--- src/core/tbid_core_regs.vh ---
`ifndef TBID_CORE_REGS_VH
`define TBID_CORE_REGS_VH

// instruction cycle: four oscillator periods
`define TBID_PHASE_LAST 2'h3
`define TBID_RESET_PC   9'h000

// file register addresses
`define TBID_ADDR_TIMER 5'h01
`define TBID_ADDR_PCL   5'h02
`define TBID_ADDR_PORT  5'h06

// direction latch select and reset value (all pins high impedance)
`define TBID_DIR_SEL    3'h6
`define TBID_DIR_RESET  8'hff

// field positions
`define TBID_F_MSB      4
`define TBID_D_BIT      5
`define TBID_B_LSB      5
`define TBID_B_MSB      7
`define TBID_K_MSB      7
`define TBID_JK_MSB     8

// opcode patterns
`define TBID_OP_NOP     12'b0000_0000_0000
`define TBID_OP_OPTION  12'b0000_0000_0010
`define TBID_OP_SLEEP   12'b0000_0000_0011
`define TBID_OP_WDTCLR  12'b0000_0000_0100
`define TBID_OP_DIRLD   12'b0000_0000_0???
`define TBID_OP_CLRACC  12'b0000_0100_0000
`define TBID_OP_STORE   12'b0000_001?_????
`define TBID_OP_CLEAR_FILE_OP    12'b0000_011?_????
`define TBID_OP_SUB     12'b0000_10??_????
`define TBID_OP_DEC     12'b0000_11??_????
`define TBID_OP_IOR     12'b0001_00??_????
`define TBID_OP_AND     12'b0001_01??_????
`define TBID_OP_XOR     12'b0001_10??_????
`define TBID_OP_ADD     12'b0001_11??_????
`define TBID_OP_MOVE_FILE_OP    12'b0010_00??_????
`define TBID_OP_COMPLEMENT_FILE_OP    12'b0010_01??_????
`define TBID_OP_INC     12'b0010_10??_????
`define TBID_OP_DECSZ   12'b0010_11??_????
`define TBID_OP_RR      12'b0011_00??_????
`define TBID_OP_RL      12'b0011_01??_????
`define TBID_OP_SWAP    12'b0011_10??_????
`define TBID_OP_INCSZ   12'b0011_11??_????
`define TBID_OP_BCLR    12'b0100_????_????
`define TBID_OP_BSET    12'b0101_????_????
`define TBID_OP_BTSC    12'b0110_????_????
`define TBID_OP_BTSS    12'b0111_????_????
`define TBID_OP_RETLIT  12'b1000_????_????
`define TBID_OP_CALL    12'b1001_????_????
`define TBID_OP_JUMP    12'b101?_????_????
`define TBID_OP_LDLIT   12'b1100_????_????
`define TBID_OP_ORLIT   12'b1101_????_????
`define TBID_OP_ANDLIT  12'b1110_????_????
`define TBID_OP_XORLIT  12'b1111_????_????

`endif

--- src/core/tbid_core.v ---
// Summary of operation
// - destination bit 0 writes accumulator, 1 writes the file register
// - add, file minus accumulator: one cycle, carry, half carry, zero
// - AND accumulator with file register, result per destination, zero only
// - inclusive and exclusive OR with file register, zero flag only
// - decrement, increment set zero; skip forms skip on zero, no flags
// - rotate left and right through carry, only carry changes
// - clear file, clear accumulator, store, move, complement, nibble swap
// - bit clear on selected bit of file register, no flags
// - bit set on selected bit of file register, no flags
// - bit test skips next when bit clear or set, no flags
// - AND literal into accumulator, zero flag updated
// - OR and XOR literal set zero; load literal changes no flag
// - return with literal and subroutine call take two cycles
// - jump carries nine-bit target, two cycles, no flags
// - standby, watchdog clear, option load, no operation decoded
// - every program counter write except jump forces bit eight low
// - port reads use pin levels, not the output latch
// - direction load with field 6 copies accumulator to direction latches
// - marked writes to timer register clear prescaler when assigned
// - five-bit file address and three-bit bit position fields
// - one instruction cycle is four clocks; flow changes take two cycles
// - met skip discards fetched instruction, executes no operation instead
`timescale 1ns/1ns
`default_nettype none
`include "tbid_core_regs.vh"

module tbid_core (
	input  wire        CLK,
	input  wire        RESET_N,
	input  wire [11:0] INSTR,
	output wire [8:0]  PROG_ADDR,
	output wire [4:0]  FILE_ADDR,
	input  wire [7:0]  FILE_RDATA,
	output reg  [4:0]  FILE_WADDR,
	output reg  [7:0]  FILE_WDATA,
	output reg         FILE_WE,
	input  wire [7:0]  PORT_PINS,
	output reg  [7:0]  DIR_LATCH,
	output reg         STACK_PUSH,
	output reg  [8:0]  PUSH_ADDR,
	output reg         STACK_POP,
	input  wire [7:0]  RETURN_ADDR,
	output reg  [7:0]  ACC,
	output reg         CARRY,
	output reg         HALF_CARRY,
	output reg         ZERO,
	output reg         TIMEOUT_FLAG,
	output reg         POWERDOWN_FLAG,
	output reg  [7:0]  OPTION_DATA,
	output reg         OPTION_WE,
	output reg         SLEEP_REQ,
	output reg         WDT_CLEAR,
	input  wire        PRESCALER_ON_TIMER,
	output reg         PRESCALER_CLEAR
);

	reg  [1:0]  phase_q;
	reg  [8:0]  pc_q;
	reg  [11:0] ir_q;
	reg         flush_q;
	reg  [7:0]  pins_s1_q, pins_s2_q;
	wire        exec, dest_f, marked, pcl_wr;
	wire [2:0]  b_sel;
	wire [4:0]  f_addr, hsum, hdiff;
	wire [7:0]  lit, fop, bmask;
	wire [8:0]  sum, diff, pc_inc, pc_d;
	reg  [7:0]  res;
	reg  [8:0]  tgt;
	reg         wr_acc, wr_f, upd_z, upd_c, upd_hc, c_new, hc_new;
	reg         skip, jump, push, pop, dir_ld, opt_ld, slp, wdt;

	assign exec   = (phase_q == `TBID_PHASE_LAST);
	assign f_addr = ir_q[`TBID_F_MSB:0];
	assign b_sel  = ir_q[`TBID_B_MSB:`TBID_B_LSB];
	assign lit    = ir_q[`TBID_K_MSB:0];
	assign dest_f = ir_q[`TBID_D_BIT];
	assign marked = (ir_q[11:6] != 6'h09); // complement only unmarked
	assign FILE_ADDR = f_addr;
	assign PROG_ADDR = pc_q;
	assign pc_inc = pc_q + 9'h001;

	// port reads take the synchronised pin levels
	assign fop = (f_addr == `TBID_ADDR_PORT) ? pins_s2_q : FILE_RDATA;
	assign bmask = 8'h01 << b_sel;

	// add and subtract with carry out of bit seven and bit three
	assign sum   = {1'b0, ACC} + {1'b0, fop};
	assign hsum  = {1'b0, ACC[3:0]} + {1'b0, fop[3:0]};
	assign diff  = {1'b0, fop} + {1'b0, ~ACC} + 9'h001;
	assign hdiff = {1'b0, fop[3:0]} + {1'b0, ~ACC[3:0]} + 5'h01;

	// decode of the instruction held for execution
	always @* begin
		res    = 8'h00;
		wr_acc = 1'b0;
		wr_f   = 1'b0;
		upd_z  = 1'b0;
		upd_c  = 1'b0;
		upd_hc = 1'b0;
		c_new  = CARRY;
		hc_new = HALF_CARRY;
		skip   = 1'b0;
		jump   = 1'b0;
		tgt    = 9'h000;
		push   = 1'b0;
		pop    = 1'b0;
		dir_ld = 1'b0;
		opt_ld = 1'b0;
		slp    = 1'b0;
		wdt    = 1'b0;
		casez (ir_q)
		`TBID_OP_OPTION: begin
			opt_ld = 1'b1;
		end
		`TBID_OP_SLEEP: begin
			slp    = 1'b1;
		end
		`TBID_OP_WDTCLR: begin
			wdt    = 1'b1;
		end
		`TBID_OP_DIRLD: begin // no operation lands here too
			dir_ld = (ir_q[2:0] == `TBID_DIR_SEL);
		end
		`TBID_OP_CLRACC: begin
			wr_acc = 1'b1;
			upd_z  = 1'b1;
		end
		`TBID_OP_STORE: begin
			res  = ACC;
			wr_f = 1'b1;
		end
		`TBID_OP_CLEAR_FILE_OP: begin
			wr_f  = 1'b1;
			upd_z = 1'b1;
		end
		`TBID_OP_SUB: begin
			res    = diff[7:0];
			c_new  = diff[8];
			hc_new = hdiff[4];
			upd_c  = 1'b1;
			upd_hc = 1'b1;
			upd_z  = 1'b1;
			wr_f   = dest_f;
			wr_acc = ~dest_f;
		end
		`TBID_OP_ADD: begin
			res    = sum[7:0];
			c_new  = sum[8];
			hc_new = hsum[4];
			upd_c  = 1'b1;
			upd_hc = 1'b1;
			upd_z  = 1'b1;
			wr_f   = dest_f;
			wr_acc = ~dest_f;
		end
		`TBID_OP_DEC, `TBID_OP_INC: begin
			res    = ir_q[9] ? fop + 8'h01 : fop - 8'h01;
			upd_z  = 1'b1;
			wr_f   = dest_f;
			wr_acc = ~dest_f;
		end
		`TBID_OP_DECSZ, `TBID_OP_INCSZ: begin
			res    = ir_q[8] ? fop + 8'h01 : fop - 8'h01;
			skip   = (res == 8'h00);
			wr_f   = dest_f;
			wr_acc = ~dest_f;
		end
		`TBID_OP_IOR: begin
			res    = ACC | fop;
			upd_z  = 1'b1;
			wr_f   = dest_f;
			wr_acc = ~dest_f;
		end
		`TBID_OP_XOR: begin
			res    = ACC ^ fop;
			upd_z  = 1'b1;
			wr_f   = dest_f;
			wr_acc = ~dest_f;
		end
		`TBID_OP_AND: begin
			res    = ACC & fop;
			upd_z  = 1'b1;
			wr_f   = dest_f;
			wr_acc = ~dest_f;
		end
		`TBID_OP_MOVE_FILE_OP: begin
			res    = fop;
			upd_z  = 1'b1;
			wr_f   = dest_f;
			wr_acc = ~dest_f;
		end
		`TBID_OP_COMPLEMENT_FILE_OP: begin
			res    = ~fop;
			upd_z  = 1'b1;
			wr_f   = dest_f;
			wr_acc = ~dest_f;
		end
		`TBID_OP_SWAP: begin
			res    = {fop[3:0], fop[7:4]};
			wr_f   = dest_f;
			wr_acc = ~dest_f;
		end
		`TBID_OP_RL: begin
			res    = {fop[6:0], CARRY};
			c_new  = fop[7];
			upd_c  = 1'b1;
			wr_f   = dest_f;
			wr_acc = ~dest_f;
		end
		`TBID_OP_RR: begin
			res    = {CARRY, fop[7:1]};
			c_new  = fop[0];
			upd_c  = 1'b1;
			wr_f   = dest_f;
			wr_acc = ~dest_f;
		end
		`TBID_OP_BCLR: begin
			res  = fop & ~bmask;
			wr_f = 1'b1;
		end
		`TBID_OP_BSET: begin
			res  = fop | bmask;
			wr_f = 1'b1;
		end
		`TBID_OP_BTSC: begin
			skip   = ((fop & bmask) == 8'h00);
		end
		`TBID_OP_BTSS: begin
			skip   = ((fop & bmask) != 8'h00);
		end
		`TBID_OP_RETLIT: begin
			res    = lit;
			wr_acc = 1'b1;
			pop    = 1'b1;
			jump   = 1'b1;
			tgt    = {1'b0, RETURN_ADDR};
		end
		`TBID_OP_CALL: begin
			push   = 1'b1;
			jump   = 1'b1;
			tgt    = {1'b0, lit};
		end
		`TBID_OP_JUMP: begin
			jump   = 1'b1;
			tgt    = ir_q[`TBID_JK_MSB:0];
		end
		`TBID_OP_LDLIT: begin
			res    = lit;
			wr_acc = 1'b1;
		end
		`TBID_OP_ORLIT: begin
			res    = ACC | lit;
			wr_acc = 1'b1;
			upd_z  = 1'b1;
		end
		`TBID_OP_ANDLIT: begin
			res    = ACC & lit;
			wr_acc = 1'b1;
			upd_z  = 1'b1;
		end
		`TBID_OP_XORLIT: begin
			res    = ACC ^ lit;
			wr_acc = 1'b1;
			upd_z  = 1'b1;
		end
		default: ;
		endcase
	end

	// program counter writes through the low byte clear bit eight
	assign pcl_wr = wr_f && (f_addr == `TBID_ADDR_PCL);
	assign pc_d   = jump ? tgt : (pcl_wr ? {1'b0, res} : pc_inc);

	// pin synchroniser
	always @(posedge CLK) begin
		pins_s1_q <= PORT_PINS;
		pins_s2_q <= pins_s1_q;
	end

	// execution: one instruction per four clocks
	always @(posedge CLK) begin
		if (!RESET_N) begin
			phase_q        <= 2'h0;
			pc_q           <= `TBID_RESET_PC;
			ir_q           <= `TBID_OP_NOP;
			flush_q        <= 1'b1;
			ACC            <= 8'h00;
			CARRY          <= 1'b0;
			HALF_CARRY     <= 1'b0;
			ZERO           <= 1'b0;
			TIMEOUT_FLAG   <= 1'b1;
			POWERDOWN_FLAG <= 1'b1;
			DIR_LATCH      <= `TBID_DIR_RESET;
			OPTION_DATA    <= 8'h00;
			PUSH_ADDR      <= 9'h000;
			FILE_WADDR     <= 5'h00;
			FILE_WDATA     <= 8'h00;
			FILE_WE        <= 1'b0;
			STACK_PUSH     <= 1'b0;
			STACK_POP      <= 1'b0;
			OPTION_WE      <= 1'b0;
			SLEEP_REQ      <= 1'b0;
			WDT_CLEAR      <= 1'b0;
			PRESCALER_CLEAR <= 1'b0;
		end else begin
			phase_q         <= phase_q + 2'h1;
			FILE_WE         <= 1'b0;
			STACK_PUSH      <= 1'b0;
			STACK_POP       <= 1'b0;
			OPTION_WE       <= 1'b0;
			SLEEP_REQ       <= 1'b0;
			WDT_CLEAR       <= 1'b0;
			PRESCALER_CLEAR <= 1'b0;
			if (exec) begin
				ir_q <= INSTR;
				if (flush_q) begin
					pc_q    <= pc_inc;
					flush_q <= 1'b0;
				end else begin
					pc_q    <= pc_d;
					flush_q <= skip | jump | pcl_wr;
					if (wr_acc) begin
						ACC <= res;
					end
					if (upd_z) begin
						ZERO <= (res == 8'h00);
					end
					if (upd_c) begin
						CARRY <= c_new;
					end
					if (upd_hc) begin
						HALF_CARRY <= hc_new;
					end
					FILE_WE    <= wr_f;
					FILE_WADDR <= f_addr;
					FILE_WDATA <= res;
					PRESCALER_CLEAR <= wr_f && marked && PRESCALER_ON_TIMER
						&& (f_addr == `TBID_ADDR_TIMER);
					STACK_PUSH <= push;
					STACK_POP  <= pop;
					PUSH_ADDR  <= pc_q;
					if (dir_ld) begin
						DIR_LATCH <= ACC;
					end
					if (opt_ld) begin
						OPTION_DATA <= ACC;
					end
					OPTION_WE <= opt_ld;
					SLEEP_REQ <= slp;
					WDT_CLEAR <= wdt;
					if (wdt) begin
						TIMEOUT_FLAG   <= 1'b1;
						POWERDOWN_FLAG <= 1'b1;
					end
					if (slp) begin
						TIMEOUT_FLAG   <= 1'b1;
						POWERDOWN_FLAG <= 1'b0;
					end
				end
			end
		end
	end

endmodule
`default_nettype wire

--- config.mk ---
export PLATFORM = sky130hd
export DESIGN_NAME = tbid_core
export DESIGN_NICKNAME = d
export VERILOG_FILES = /design/src/core/tbid_core.v
export VERILOG_INCLUDE_DIRS = /design/src /design/src/core
export SDC_FILE = /design/constraint.sdc
export NUM_CORES = 1
export LEC_CHECK = 0
export BUFFER_PORTS_ARGS = -buffer_cell sky130_fd_sc_hd__buf_2
export CAP_MARGIN = 20
export CORE_MARGIN = 2
export CORE_UTILIZATION = 42
export CTS_BUF_LIST = sky130_fd_sc_hd__clkbuf_16
export DETAILED_ROUTE_END_ITERATION = 8
export HOLD_SLACK_MARGIN = 0.02
export PLACE_DENSITY_LB_ADDON = 0.12
export SLEW_MARGIN = 15
export SYNTH_ARGS = -nofsm -noshare
export SYNTH_HDL_FRONTEND = slang
export SYNTH_SLANG_ARGS = --single-unit
--- constraint.sdc ---
create_clock -name CLK -period 6.2 [get_ports CLK]
set_input_delay 0.31 -clock CLK [delete_from_list [all_inputs] [get_ports CLK]]
set_output_delay 0.31 -clock CLK [all_outputs]
set_load 0.1 [all_outputs]
==> results.toml <==
[outcome]
run_status = "complete, no violations"

[power]
combPwrFrac_pct = 16.8
power.internal_w = 0.0009867
clock_power_share_pct = 38.0
vdd_ir_drop_max_v = 0.0001349
power_per_cell_area_mw_per_mm2 = 182.1
pwr-share-seq_pct = 45.2
switching_share_pct = 31.82
power.net_switching_w = 0.0004606
power.leakage_nw = 3.084

[hold_path]
holdPathStages = 1
path_class_of_the_lowest_slack_min_delay_path = "primary input to register"

[setup_path]
critical_path_peak_fanout = 17
critical-path-top-cell-by-count = "sky130_fd_sc_hd__inv_1"
critical_path.top_delay_family = "simple AND/OR/NAND/NOR gates"
critPathKind = "register to register"
timing.reg2reg.worst_path_depth = 15
crit_arrival_ns = 5.45
critical_path.startpoint_type = "register"
end_kind = "register"
critical_path.cell_chain = "nand2b_1 > o21ai_0 > and2_1 > inv_1 > ha_1 > inv_1 > fa_1 > or3_1 > and3_1 > a221o_1 > nand2_1 > nand4_1 > nor4_1 > and4_1 > a31o_1"
crit_cells = 15
timing.critical_path.slowest_cell_delay_ns = 0.67
worst-r2r-setup-slack_ns = 1.06
worst-path-buf-inv = 2
critical_path_required_ns = 6.51
worst_path_max_delay_cell = "sky130_fd_sc_hd__dfxtp_1"

[cts]
clock_tree_from_tritoncts = "built"
clkTransAtPathRegs_ns = 0.08
clock_tree.buffer_depth = 2
cts.htree.levels = 3
cts_hold_repair.buffers = 0
clock_latency_ns = 0.37
post_cts_resized = 0
clock-root-buffer = "sky130_fd_sc_hd__clkbuf_16"
cts_setup_buffers = 0
tritoncts_num_sinks = 97
tritoncts.num_buffers = 9

[routing]
post-route-drc-count = 0
drt_iter0_markers = 982
detailedRoute.firstPassIterationCount = 5
num_vias = 7609
detail-route-antenna-nets = 0
routed_wire_length_per_instance_um = 23.14
finalWirelength_mm = 28.18
routed_via_density = 6.247

[global_routing]
grt_start_max_net_pins = 56
number_of_global_route_vias_before_repair = 6725
grt_pass1_wl_mm = 42.45
gr-usage-all-layers_pct = 31.23
gr-total-overflow = 0
grt_antenna_before_repair = 0

[die]
rows = 47
core_area_mm2 = 0.01652
dieHeight_um = 133.8
io_pins = 111
die-area_mm2 = 0.01790
die_width_um = 133.8
floorplan.initialDensity_pct = 42.83

[sta]
final.period_utilization_pct = 82.94
timing.final.ws_setup_ns = 1.058
rsz_0062_raised_after_global_routing = "no"
final-max-slew-violation-count = 0
max_slew.worst_pin.slew_ns = 1.016
timing.fmax_ghz = 0.1945
timing.final.setup_violations = 0
slew-limit-headroom_pct = 32.17
hold_viol_final = 0
layout_min_cycle_time_ns = 5.142
totalNegativeSetupSlack_ns = 0
clock_skew_ns = 0.01017

[final_layout]
filler_cell_count = 1731
sequential_cell_area_mm2 = 0.001942
antenna_cells_inserted = 0
layout_commonest_cell = "sky130_fd_sc_hd__buf_2"
final-instance-count-excl-fill = 1218
drive_above_1_share_pct = 17.54
layout-area-overhead-vs-synth_pct = 12.32
post-route-cell-area_mm2 = 0.007949
final_core_utilization_pct = 48.10
final_nets = 1053
final_cell_mix = "109 x sky130_fd_sc_hd__buf_2, 105 x sky130_fd_sc_hd__nor2_1, 97 x sky130_fd_sc_hd__dfxtp_1, 97 x sky130_fd_sc_hd__nand2_1, 64 x sky130_fd_sc_hd__a21oi_1"
multiInputGateArea_mm2 = 0.004663

[placement]
place.detailed.instances = 1202
detailedPlacementHpwl_mm = 21.12
numPortBuffers = 109
dpl_worst_slack_ns = 1.249
place_area_mm2 = 0.007670
place.gp.congestion = 0.9950

[logic_synthesis]
synth_ff_type = "sky130_fd_sc_hd__dfxtp_1"
yosys_top_cell_by_area = "sky130_fd_sc_hd__dfxtp_1"
postSynthRegisterBits = 97
synth_area_leaders = "sky130_fd_sc_hd__dfxtp_1 27%, sky130_fd_sc_hd__nor2_1 5.6%, sky130_fd_sc_hd__nand2_1 5.1%"
syn-instance-count = 934
yosysWarnings = 0
async_flop_share_pct = 0
mappedNetlistNets = 994
syn-mean-instance-area_um2 = 7.577
yosys.cell_types.count = 88
portion_of_the_post_synthesis_area_used_by_sequential_elements_pct = 27.44
number_of_synthesized_flops_with_an_enable_pin = 0
synth_top_area_share_pct = 27.44
syn-cell-area_mm2 = 0.007077

[job]
max_cap_violations = 0
-- worst register-to-register path, stage by stage (launching register included) --
cell	delay [ns]
sky130_fd_sc_hd__dfxtp_1	0.67
sky130_fd_sc_hd__nand2b_1	0.68
sky130_fd_sc_hd__o21ai_0	0.23
sky130_fd_sc_hd__and2_1	0.34
sky130_fd_sc_hd__inv_1	0.21
sky130_fd_sc_hd__ha_1	0.23
sky130_fd_sc_hd__inv_1	0.07
sky130_fd_sc_hd__fa_1	0.41
sky130_fd_sc_hd__or3_1	0.38
sky130_fd_sc_hd__and3_1	0.23
sky130_fd_sc_hd__a221o_1	0.35
sky130_fd_sc_hd__nand2_1	0.08
sky130_fd_sc_hd__nand4_1	0.09
sky130_fd_sc_hd__nor4_1	0.67
sky130_fd_sc_hd__and4_1	0.31
sky130_fd_sc_hd__a31o_1	0.14
-- state kept, by name, summed over array words and instances, names as in the netlist, 2 cells and up --
register / cells
pins_s2_q: 8
DIR_LATCH: 8
phase_q: 2
FILE_WDATA: 8
PROG_ADDR: 9
FILE_WADDR: 5
ir_q: 12
pins_s1_q: 8
ACC: 8
PUSH_ADDR: 9
OPTION_DATA: 8
-- layout make-up --
cell class,instances,share of cell area (%)
clock inverters,7,0.6768
well taps,220,3.463
repair buffers,126,8.468
multi-input cells,728,58.67
clock buffers,9,2.833
flip-flops and latches,97,24.43
inverters,31,1.464
-- metrics by stage --
| step | power (W) | hold WS (ns) |
|---|---|---|
| after floorplan | 0.0008315 | 0.3096 |
| after global placement | 0.0009076 | 0.3106 |
| after detailed placement | 0.0009045 | 0.3121 |
| after CTS | 0.001447 | 0.03756 |
| after global routing | 0.001498 | 0.03959 |
| final | 0.001447 | 0.03859 |
-- final timing paths --
kind                                   start            to
worst min register to register  pins_s1_q[7]  pins_s2_q[7]
worst max-delay path                 ir_q[0]          ZERO
worst min-delay path            PORT_PINS[2]  pins_s1_q[2]
worst max register to register       ir_q[0]          ZERO
-- synthesized netlist by cell type (all sizes together), types with 3 or more instances --
| cell | count |
|---|---|
| a2111oi | 4 |
| a211o | 4 |
| a211oi | 26 |
| a21o | 3 |
| a21oi | 64 |
| a221o | 3 |
| a221oi | 7 |
| a22o | 4 |
| a22oi | 4 |
| a311oi | 6 |
| a31oi | 11 |
| and2 | 17 |
| and3 | 10 |
| buf | 29 |
| clkbuf | 49 |
| dfxtp | 97 |
| ha | 19 |
| inv | 30 |
| mux2 | 4 |
| mux2i | 31 |
| mux4 | 4 |
| nand2 | 99 |
| nand2b | 11 |
| nand3 | 31 |
| nand4 | 10 |
| nand4b | 3 |
| nor2 | 105 |
| nor2b | 13 |
| nor3 | 35 |
| nor3b | 5 |
| nor4 | 18 |
| o2111ai | 8 |
| o211ai | 16 |
| o21a | 4 |
| o21ai | 36 |
| o221a | 5 |
| o221ai | 8 |
| o22ai | 5 |
| o2bb2ai | 4 |
| o311ai | 4 |
| or2 | 5 |
| or3 | 11 |
| or4 | 5 |
| xnor2 | 23 |
| xor2 | 8 |
-- power groups by stage --
stage / registers, W / logic [W] / clock network, W
floorplan: 0.000673 / 0.000158 / 0
global placement: 0.000668 / 0.000239 / 0
detailed placement: 0.000668 / 0.000236 / 0
CTS: 0.000654 / 0.000237 / 0.000556
global route: 0.000656 / 0.000257 / 0.000585
finish: 0.000655 / 0.000243 / 0.000550
-- cell families after synthesis --
logic type / Yosys count / synth area share [%]
simple gates: 388 / 26.87
mux: 39 / 6.294
other cells: 1 / 0.05299
xor+xnor: 31 / 3.837
flops: 97 / 27.44
fa+ha+maj: 21 / 3.925
compound gates: 248 / 24.88
buf+inv: 109 / 6.701
-- metal layers --
| metal | track usage (%) | routed length (um) | vias up |
|---|---|---|---|
| li1 | - | - | 3547 |
| met1 | 46.29 | 13000 | 3582 |
| met2 | 44.76 | 11740 | 416 |
| met3 | 5.291 | 2422 | 64 |
| met4 | 12.41 | 1016 | 0 |
| met5 | 0 | 0 | - |
Power figures use the tool's default switching activity.
